## src/acs_pkg.sv

```systemverilog
// package: constants and types for the channel select and sar sequencer
package acs_pkg;
  localparam int          RESULT_WIDTH     = 12;
  localparam int          ADDR_WIDTH       = 4;
  localparam logic [3:0]  ADDR_LAST_EXT    = 4'ha;
  localparam logic [3:0]  ADDR_TEST_MID    = 4'hb;
  localparam logic [3:0]  ADDR_TEST_LOW    = 4'hc;
  localparam logic [3:0]  ADDR_TEST_HIGH   = 4'hd;
  localparam logic [3:0]  ADDR_POWER_DOWN  = 4'he;
  localparam logic [11:0] CODE_MID         = 12'h800;
  localparam logic [11:0] CODE_ZERO        = 12'h000;
  localparam logic [11:0] CODE_FULL        = 12'hfff;
  localparam logic [4:0]  ADDR_EDGES       = 5'h04;
  localparam logic [1:0]  LEN_8            = 2'h1;
  localparam logic [1:0]  LEN_16           = 2'h3;
  localparam logic [4:0]  EDGES_8          = 5'h08;
  localparam logic [4:0]  EDGES_12         = 5'h0c;
  localparam logic [4:0]  EDGES_16         = 5'h10;
  localparam logic [3:0]  BIT_LAST         = 4'hb;
  localparam logic [13:0] MUX_NONE         = 14'h0000;
  // one cycle of 10 ns with every channel select switch open between channels
  localparam int          BREAK_NS         = 10;
  localparam int          CLK_NS           = 10;
  localparam int          BREAK_CYCLES     = (BREAK_NS + CLK_NS - 1) / CLK_NS;
  localparam logic [1:0]  BREAK_CNT        = 2'(BREAK_CYCLES);

  typedef enum logic [1:0] {
    ACS_IDLE    = 2'b00,
    ACS_SAMPLE  = 2'b01,
    ACS_CONVERT = 2'b11,
    ACS_DONE    = 2'b10
  } acs_state_type;
endpackage

```

## src/acs_sync.sv

```systemverilog
// two flip-flop synchroniser with edge detection on the second stage
module acs_sync
  import acs_pkg::*;
(
  input  wire logic clk,
  input  wire logic rst,
  input  wire logic d,
  output logic      q,
  output logic      fall
);
  typedef struct packed {
    logic s1;
    logic s2;
    logic s3;
  } acs_sync_type;
  acs_sync_type r_reg, r_next;

  always_comb begin
    r_next    = r_reg;
    r_next.s1 = d;
    r_next.s2 = r_reg.s1;
    r_next.s3 = r_reg.s2;
  end

  always_ff @(posedge clk or posedge rst) begin
    if (rst) begin
      r_reg <= '0;
    end else begin
      r_reg <= r_next;
    end
  end

  assign q    = r_reg.s2;
  assign fall = r_reg.s3 & ~r_reg.s2;
endmodule

```

## src/acs_sequencer.sv

```systemverilog
// channel select, sampling window and sar sequencer of the converter
// Functional notes
// - addresses 0000 to 1010 select external inputs zero to ten.
// - 1011, 1100, 1101 select midpoint, low and high reference test inputs.
// - test selections ideally convert to 800, 000 and fff.
// - address 1110 is power-down, not a channel; enter standby.
// - sampling starts on fourth io clock falling edge, continues afterwards.
// - sampling ends, sample held, on final io clock falling edge.
// - selector opens old channel before closing the new one.
// - twelve trial steps after hold, msb first to lsb.
// - comparator high records 0 and drops weight, else keeps it.
// - code saturates at full scale and zero at the references.
// - address shifted in during first four io clocks of a cycle.
// - power-down takes effect on fourth falling edge; cycle still completes.
// - power-down after reset until non power-down address, then convert.
// - final io clock is edge 8, 12 or 16 per data length.
module acs_sequencer
  import acs_pkg::*;
(
  input  wire logic        clk,
  input  wire logic        rst,
  input  wire logic        io_clock,
  input  wire logic        address_in,
  input  wire logic [1:0]  data_length,
  input  wire logic        cycle_restart,
  input  wire logic        comparator_high,
  input  wire logic        input_above_high,
  input  wire logic        input_below_low,
  output logic [10:0]      external_select,
  output logic [2:0]       test_select,
  output logic             sample_switch,
  output logic [11:0]      trial_weights,
  output logic             power_down,
  output logic             result_valid,
  output logic [11:0]      result_data,
  output logic             converting
);
  typedef struct packed {
    acs_state_type state;
    logic [4:0]    edge_cnt;
    logic [3:0]    addr;
    logic [4:0]    last_edge;
    logic [13:0]   mux;
    logic [13:0]   mux_pending;
    logic [1:0]    break_cnt;
    logic          sampling;
    logic          power_down;
    logic [3:0]    step;
    logic [11:0]   sar;
    logic          valid;
    logic [11:0]   result;
  } acs_seq_type;
  acs_seq_type r_reg, r_next;

  logic io_fall;
  logic addr_bit;

  // edge found from the synchronised copy, not from the first stage
  acs_sync io_sync (
    .clk  (clk),
    .rst  (rst),
    .d    (io_clock),
    .q    (),
    .fall (io_fall)
  );
  acs_sync data_sync (
    .clk  (clk),
    .rst  (rst),
    .d    (address_in),
    .q    (addr_bit),
    .fall ()
  );
  // one-hot switch vector: bits 0..10 external, 11..13 test inputs
  function automatic logic [13:0] decode(input logic [3:0] a);
    logic [13:0] m;
    m = MUX_NONE;
    if (a <= ADDR_LAST_EXT) begin
      m[a] = 1'b1;
    end else if (a <= ADDR_TEST_HIGH) begin
      m[a] = 1'b1;
    end
    // power-down and unused codes close nothing
    return m;
  endfunction

  function automatic logic [4:0] final_edge(input logic [1:0] len);
    logic [4:0] e;
    e = EDGES_12;
    if (len == LEN_8) begin
      e = EDGES_8;
    end else if (len == LEN_16) begin
      e = EDGES_16;
    end
    return e;
  endfunction

  always_comb begin
    logic [3:0]  new_addr;
    logic [11:0] bit_w;
    r_next   = r_reg;
    new_addr = {r_reg.addr[2:0], addr_bit};
    bit_w    = 12'h800 >> r_reg.step;
    r_next.valid = 1'b0;

    if (r_reg.break_cnt != 2'h0) begin
      r_next.break_cnt = r_reg.break_cnt - 2'h1;
      if (r_reg.break_cnt == 2'h1) begin
        r_next.mux = r_reg.mux_pending;
      end
    end

    unique case (r_reg.state)
      ACS_IDLE, ACS_SAMPLE: begin
        if (cycle_restart) begin
          r_next.edge_cnt = 5'h00;
          r_next.state    = ACS_IDLE;
          r_next.sampling = 1'b0;
        end else if (io_fall) begin
          r_next.edge_cnt = r_reg.edge_cnt + 5'h01;
          // address shifted in msb first on the first four edges
          if (r_reg.edge_cnt < ADDR_EDGES) begin
            r_next.addr = new_addr;
          end
          if (r_reg.edge_cnt + 5'h01 == ADDR_EDGES) begin
            r_next.last_edge = final_edge(data_length);
            r_next.power_down = (new_addr == ADDR_POWER_DOWN);
            r_next.mux        = MUX_NONE;
            r_next.mux_pending = decode(new_addr);
            r_next.break_cnt  = BREAK_CNT;
            // sampling opens on the fourth falling edge
            r_next.sampling = 1'b1;
            r_next.state    = ACS_SAMPLE;
          end else if (r_reg.state == ACS_SAMPLE &&
                       r_reg.edge_cnt + 5'h01 == r_reg.last_edge) begin
            r_next.sampling = 1'b0;
            r_next.edge_cnt = 5'h00;
            r_next.step     = 4'h0;
            r_next.sar      = CODE_MID;
            // powered down: cycle ends without a conversion
            r_next.state    = r_reg.power_down ? ACS_IDLE : ACS_CONVERT;
          end
        end
      end
      ACS_CONVERT: begin
        // one bit per step, msb first
        // comparator high drops the weight, low keeps it
        if (comparator_high) begin
          r_next.sar = r_reg.sar & ~bit_w;
        end
        if (r_reg.step != BIT_LAST) begin
          r_next.sar  = (comparator_high ? (r_reg.sar & ~bit_w) : r_reg.sar) | (bit_w >> 1);
          r_next.step = r_reg.step + 4'h1;
        end else begin
          r_next.state = ACS_DONE;
        end
      end
      ACS_DONE: begin
        // clamp at the references; low and high test codes follow from these
        if (input_above_high) begin
          r_next.result = CODE_FULL;
        end else if (input_below_low) begin
          r_next.result = CODE_ZERO;
        end else begin
          r_next.result = r_reg.sar;
        end
        // published only after the twelfth step
        r_next.valid = 1'b1;
        r_next.state = ACS_IDLE;
      end
    endcase
  end

  always_ff @(posedge clk or posedge rst) begin
    if (rst) begin
      r_reg            <= '0;
      r_reg.state      <= ACS_IDLE;
      r_reg.last_edge  <= EDGES_12;
      r_reg.power_down <= 1'b1;
    end else begin
      r_reg <= r_next;
    end
  end

  assign external_select = r_reg.power_down ? 11'h000 : r_reg.mux[10:0];
  assign test_select     = r_reg.power_down ? 3'h0 : r_reg.mux[13:11];
  assign sample_switch   = r_reg.sampling & ~r_reg.power_down;
  assign trial_weights   = r_reg.sar;
  assign power_down      = r_reg.power_down;
  assign result_valid    = r_reg.valid;
  assign result_data     = r_reg.result;
  assign converting      = (r_reg.state == ACS_CONVERT) || (r_reg.state == ACS_DONE);
endmodule

```

## config.mk

```make
export PLATFORM = sky130hd
export DESIGN_NAME = acs_sequencer
export DESIGN_NICKNAME = d
export VERILOG_FILES = /design/src/acs_pkg.sv /design/src/acs_sync.sv /design/src/acs_sequencer.sv
export SDC_FILE = /design/constraint.sdc
export NUM_CORES = 1
export LEC_CHECK = 0
export BUFFER_PORTS_ARGS = -buffer_cell sky130_fd_sc_hd__buf_2
export CAP_MARGIN = 20
export CORE_UTILIZATION = 45
export CTS_CLUSTER_DIAMETER = 60
export DETAILED_ROUTE_END_ITERATION = 16
export GPL_ROUTABILITY_DRIVEN = 0
export PLACE_DENSITY = 0.72
export SETUP_SLACK_MARGIN = 0.05
export SLEW_MARGIN = 25
export SYNTH_ARGS = -nofsm -noshare
export SYNTH_HDL_FRONTEND = slang
export SYNTH_SLANG_ARGS = --single-unit
```

## constraint.sdc

```tcl
create_clock -name clk -period 4.86 [get_ports clk]
set_input_delay 1.458 -clock clk [delete_from_list [all_inputs] [get_ports clk]]
set_output_delay 1.458 -clock clk [all_outputs]
set_load 0.005 [all_outputs]
```

Yosys cells after proc, flatten, opt, wreduce, memory -nomap -nowiden
Index checks and enable logic that the tools add are counted.

word-level totals
  output and inout port bits = 42
  word-level logic and storage cells = 105
  bits of input ports = 10
  bits in registers = 82

operators by class
  muxes and demuxes = 36
  $lt $le $gt $ge = 5
  shift-type cells = 1
  reduce and logical (&&, ||, !) cells = 16
  add/subtract/negate cells = 3
  bitwise logic cells = 8
  eq/ne operators = 18

operators by type and width
  kind                     count
  $mux W64                 1
  $mux W14                 4
  $mux W16                 3
  $mux W12                 3
  $mux W35                 1
  $mux W32                 1
  $pmux W16 S2             1
  $mux W30                 1
  $mux W17                 1
  $mux W5                  3
  $mux W7                  2
  $mux W13                 1
  $and A12 B12 Y12         1
  $ne A2 B2 Y1 const B     6
  $not A12 Y12             1
  $or A12 B11 Y12          1
  $shr A12 B4 Y12 const A  1
  $mux W11                 1
  $le A4 B4 Y1 const B     2
  $mux W2                  4
  $ne A4 B4 Y1 const B     2
  $reduce_and A4 Y1        2
  $eq A2 B1 Y1 const B     3
  $eq A2 B2 Y1 const B     3
  27 further kinds         38

Depth between registers and ports, before layout
Gate-level depths: netlist (run 1).

  word-level depth = 10
  mapped depth = 9
  depth with buffers taken out = 7

Modules after synthesis
From an unflattened synthesis (run 1), not the netlist that was laid out.

unflattened totals
  cell total of the unflattened synthesis = 421
  area total of the unflattened synthesis = 4,010.1 sq um

by module, submodules not included
  module         area each (sq um)  cells each  instances
  acs_sequencer  3,824.9            411         1
  acs_sync       92.6               5           2

Worst setup path after synthesis (run 1)
OpenSTA, ideal clock, no wires.

  kind = input to register
  start = input cycle_restart
  end = register r_reg[66] in the netlist's numbering
  setup slack = 2.287 ns
  arrival = 2.449 ns
  library setup time = 0.125 ns
  stages on the path = 4
  path through = nor2_1 -> nand2_1 -> nor4_1 -> mux2_2

on the way
  word-level cells in the longest chain between the ends = 2

RTL lines
  element                             RTL line              source
  start: declaration                  acs_sequencer.sv:25   input wire logic cycle_restart,
  $not A1 Y1 (no source line)         -
  $reduce_and A4 Y1 (no source line)  -
  end signal: assignment              acs_sequencer.sv:180  r_reg <= r_next;
  end: declaration                    acs_sequencer.sv:53   acs_seq_type r_reg, r_next;

Every way passes these cells.
A chain may end at the register's enable or synchronous reset.

Worst setup path in the final report (run 1)
  start = register, netlist name power_down
  end = output external_select[9]

on the way
  word-level cells in the longest chain between the ends = 1

RTL lines
  element           RTL line              source
  $mux W11          acs_sequencer.sv:184  assign external_select = r_reg.power_down ? 11'h000 : r_reg.mux[10:0];
  end: declaration  acs_sequencer.sv:29   output logic [10:0] external_select,

Every way passes these cells.

==> impl_results.md, run 1 <==
- Period minus WS final: 2800 ps
- Final hold vios: 0
- GRT Total Usage: 0.190
- Commonest non-fill, non-tap cell in the layout: dfrtp_1
- DRC errors left: 0
- Postcts setup bufs: 0
- Tot Pwr: 1300 uW
- Count of cell types in the netlist: 45
- Yosys warns: 0
- Final wirelength: 7.83 mm
- Clock sinks: 79
- Max FO, Critical Path: 18
- Clk_lat worst skew: 350 ps
- Die Y: 94.6 um
- Crit. End Element: output pin
- Cell Area, Placed: 4000 um^2
- Worst Path Required: 3400 ps
- Crit path largest cell delay: 750 ps
- GRT overflow: 0
- Core ar.: 8260 um^2
- Static leakage: 0.00190 uW
- Cell total after placement: 520
- Synth-to-Final Area Change: 9.30%
- Final instance area: 4220 um^2
- Fin crit share: 0.576
- Slowest-stage cell, CP: dfstp_2
- Post-Route Setup TNS: 0 ps
- Pre-antenna DRT Iters: 5
- Outcome: finished, final reports clean
- Worst hold slack: 355 ps
- Fin nets: 444
- Largest net degree at the start of global routing: 54
- CTS Root Cell: clkbuf_8
- Worst setup SP type: flip-flop
- Max frequency: 0.357 GHz
- Via count: 2873
- Final ANT Viol Nets: 0
- RSZ-0062 raised after global routing: false
- Post-synth EDFFs: 0
- Synthesized Nets: 423
- Row count: 33
- Post_cts resized: 0
- Synth area leader: dfrtp_1
- Critical path class: flip-flop to output pin
- Worst slew pin tran: 840 ps
- CTS Hold Bufs: 0
- Flop and latch count out of synthesis: 79
- Worst EP arrival: 1340 ps
- Clock slew at reported path FFs: 80 ps
- Post-Synthesis Cells: 405
- Num ports: 52
- Starting Density: 0.467
- Maximum VDD drop: 182 uV
- Prevailing post-synth register cell: dfrtp_1
- Synthesized area: 3860 um^2
- Layout cell share with drive strength beyond 1: 0.195
- Final Slew Violations: 0
- Asr flop ratio synth: 1.00
- Number of global-route vias before repair: 2651
- Die span in x: 94.6 um
- Initial drt markers: 172
- H-tree depth: 3
- WL/cell: 14.6 um
- Die area: 8950 um^2
- Initial antenna violation count: 0
- # diodes: 0
- Share of the yosys chip area belonging to registers: 0.513
- Most frequent cells in the layout: dfrtp_1, nand2_1, buf_2, o21ai_0, a21oi_1
- Power density over cell area: 309 nW/um^2
- Share of the synthesized area in the top cell type: 0.493
- Worst slew margin: 0.435
- Finished Layout Cells: 536
- Syn Area/Cell: 9.53 um^2
- Critical path, cell by cell: nor2b_1 > buf_2
- CTS Buffer Depth: 2
- Largest cells by area after synthesis: dfrtp_1, nand2_1, buf_4, o21ai_0, a21oi_1
- Final Skew: 8.11 ps
- First-pass GRT wire length: 13.1 mm
- # port buffers: 51
- Hold crit path type: flip-flop to flip-flop
- CTS Buf Count: 9
- Vias per cell: 5.36
- Max FFs per register: 48
- Maxcap violations: 0
- Final setup viols: 0
- DP HPWL: 5.34 mm
- CTS tree: built
-- power by group --
part           total (uW)  internal (uW)  switching (uW)
clock network         542            293             249
logic                67.5           21.6            45.9
registers             692            669            23.1
-- final timing paths --
path                                                    start                           end  slack (ps)  cells after the start
worst max-delay path                   power_down$_DFFE_PP1P_            external_select[9]        2060                      2
worst min-delay path            data_sync.r_next[1]$_DFF_PP0_         data_sync.q$_DFF_PP0_         350                      0
worst max register to register          r_reg[70]$_DFFE_PP0P_  trial_weights[3]$_DFFE_PP0P_        2430                      7
worst min register to register  data_sync.r_next[1]$_DFF_PP0_         data_sync.q$_DFF_PP0_         350                      0
max in group asynchronous                                 rst        power_down$_DFFE_PP1P_        2930                      3
min in group asynchronous                                 rst           r_reg[60]$_DFF_PP0_        1200                      2
-- per-stage QoR --
| stage | setup slack (ps) | utilization |
|---|---|---|
| 4_1_cts | 1990 | 0.511 |
| 3_5_place_dp | 1610 | 0.484 |
| 5_1_grt | 1970 | 0.511 |
| 3_3_place_gp | 1760 | 0.483 |
| 6_report | 2060 | 0.511 |
| 2_1_floorplan | 1380 | - |
-- critical path, delay by kind of cell, from the launching register on --
kind	cells	cell delay [ps]
AND/OR/NAND/NOR	1	100
buffers and inverters	1	140
flip-flops	1	750
-- logic make-up (layout without fill, tap and decap cells) --
group | Yosys count | after routing | share of synthesized area
XOR/XNOR | 6 | 6 | 0.0156
AO/OA/AOI/OAI | 109 | 109 | 0.171
AND/OR/NAND/NOR | 141 | 141 | 0.175
multiplexers | 5 | 5 | 0.0143
buffers and inverters | 57 | 83 | 0.0843
flip-flops | 79 | 79 | 0.513
adder cells (fa/ha/maj) | 8 | 8 | 0.0259
-- layout make-up --
class	count	area, um^2
inverter	13	51.3
timing repair buffer	54	278
clock inverter	6	93.8
fill	777	4040
tap	105	131
clock buffer	10	128
multi-input combinational	269	1560
sequential	79	1980
-- per-layer routing --
layer	part of all wire	up-vias	track usage
li1	-	1429	-
met1	0.47	1362	0.252
met2	0.48	73	0.308
met3	0.041	9	0.0370
met4	0.013	0	0.0669
met5	0	-	0
-- cells in the mapped netlist (all sizes together) (8+ instances only) --
| library cell | number |
|---|---|
| a21oi | 33 |
| buf | 31 |
| clkbuf | 13 |
| dfrtp | 76 |
| ha | 8 |
| inv | 13 |
| nand2 | 75 |
| nand2b | 8 |
| nand3 | 11 |
| nor2 | 11 |
| nor2b | 18 |
| o21ai | 35 |
| o31ai | 13 |
Note: power is estimated with default switching activity, not from simulation.
==> run 2, diff against run 1 <==
Settings changed: PLACE_DENSITY 0.72 to 0.74.
Clock period 4.86 ns to 2.5 ns, I/O delays scaled along.
==> impl_results.md, run 2 (synthesis results as in run 1) <==
- Outcome: finished, final reports clean
- Vias per cell: 5.51
- Slowest-stage cell, CP: dfrtp_1
- WP buf/inv: 1
- Final wirelength: 7.91 mm
- First-pass GRT wire length: 13.0 mm
- Row count: 33
- Largest net degree at the start of global routing: 80
- Final Core Density: 0.515
- Clk_lat worst skew: 350 ps
- Most frequent cells in the layout: dfrtp_1, nand2_1, buf_2, o21ai_0, a21oi_1
- Die span in x: 94.6 um
- Clock slew at reported path FFs: 80 ps
- Worst slew pin tran: 736 ps
- GRT overflow: 0
- Max FFs per register: 48
- Commonest non-fill, non-tap cell in the layout: dfrtp_1
- # fillers: 757
- DRC errors left: 0
- # port buffers: 51
- Max FO, Critical Path: 10
- Reg-to-reg critical path startpoint: r_reg[70]$_DFFE_PP0P_
- DP HPWL: 5.35 mm
- Final ANT Viol Nets: 0
- Critical path, cell by cell: ha_1 > inv_1 > a211oi_1 > a211oi_1 > o21ai_2 > nor4_4 > o32ai_1
- Fin nets: 447
- Layout cell share with drive strength beyond 1: 0.200
- Max frequency: 0.447 GHz
- Hold crit path type: flip-flop to flip-flop
- CTS Hold Bufs: 0
- Worst hold path depth: 0
- Final Slew Violations: 0
- Maximum VDD drop: 270 uV
- Initial drt markers: 121
- Worst EP arrival: 2450 ps
- Post-Route Setup TNS: 0 ps
- Worst slew margin: 0.509
- RSZ-0062 raised after global routing: false
- Final Skew: 9.63 ps
- CTS Buffer Depth: 2
- Via count: 2970
- Post_cts resized: 0
- CTS tree: built
- Worst Path Required: 2710 ps
- Maxcap violations: 0
- Critical path class: flip-flop to flip-flop
- WL/cell: 14.7 um
- CTS Root Cell: clkbuf_8
- Static leakage: 0.00192 uW
- CTS Buf Count: 9
- Synth-to-Final Area Change: 10.3%
- Clock sinks: 79
- Pre-antenna DRT Iters: 5
- Crit. End Element: flip-flop
- Worst reg2reg path depth: 7
- GRT Total Usage: 0.186
- Power density over cell area: 594 nW/um^2
- Num ports: 52
- Die area: 8950 um^2
- Most used cell, CP: a211oi_1
- Number of global-route vias before repair: 2764
- Starting Density: 0.467
- # diodes: 0
- Final hold vios: 0
- Postcts setup bufs: 0
- Period minus WS final: 2240 ps
- H-tree depth: 3
- Crit path largest cell delay: 430 ps
- Die Y: 94.6 um
- Top cell family by delay on the critical path: compound AO/OA/AOI/OAI gates
- Final setup viols: 0
- Fin crit share: 0.894
- FF-to-FF End: trial_weights[2]$_DFFE_PP0P_
- Worst setup SP type: flip-flop
- Slack of the worst reg-to-reg path: 260 ps
- Core ar.: 8260 um^2
- Start point of the worst hold path: data_sync.r_next[1]$_DFF_PP0_
- Initial antenna violation count: 0
- Hold Crit Endpoint: data_sync.q$_DFF_PP0_
-- run 2: changes by cell type in the layout (fill, tap and decap cells not counted), sizes merged --
cell and change:
clkbuf -1, buf +3, inv -1, clkinv +2
-- run 2: worst max-delay path by stage --
stage	startpoint	to	cells past startpoint
6_report	r_reg[70]$_DFFE_PP0P_	trial_weights[2]$_DFFE_PP0P_	7
5_1_grt	r_reg[70]$_DFFE_PP0P_	trial_weights[1]$_DFFE_PP0P_	7
4_1_cts	r_reg[70]$_DFFE_PP0P_	trial_weights[7]$_DFFE_PP0P_	7
3_5_place_dp	cycle_restart	r_reg[67]$_DFFE_PP0P_	5
3_3_place_gp	r_reg[70]$_DFFE_PP0P_	trial_weights[3]$_DFFE_PP0P_	7
2_1_floorplan	r_reg[70]$_DFFE_PP0P_	trial_weights[3]$_DFFE_PP0P_	7
-- run 2: metal layers --
layer	GRT usage	share of wire
met4	0.0682	0.010
met5	0	0
met3	0.0419	0.049
met2	0.300	0.49
met1	0.245	0.45
-- run 2: area by class of cell --
type	count	area (um^2)	share of cell area
clock inverter	7	96.3	0.0226
tap	105	131	0.0309
multi-input combinational	269	1560	0.366
clock buffer	9	124	0.0291
sequential	79	1980	0.465
inverter	13	52.6	0.0123
timing repair buffer	57	313	0.0735
-- run 2: through the flow --
step	cells	hold slack (ps)	area, um^2	setup WS (ps)	power [uW]
floorplan	405	331	3860	624	1450
global placement	523	338	4030	362	1500
detailed placement	523	340	4030	217	1500
CTS	539	359	4250	226	2550
global route	539	372	4260	132	2630
finish	539	355	4260	264	2530
-- run 2: where the power goes --
group          internal [uW]  switching [uW]
sequential              1300            46.1
clock                    566             484
combinational           44.1            89.8
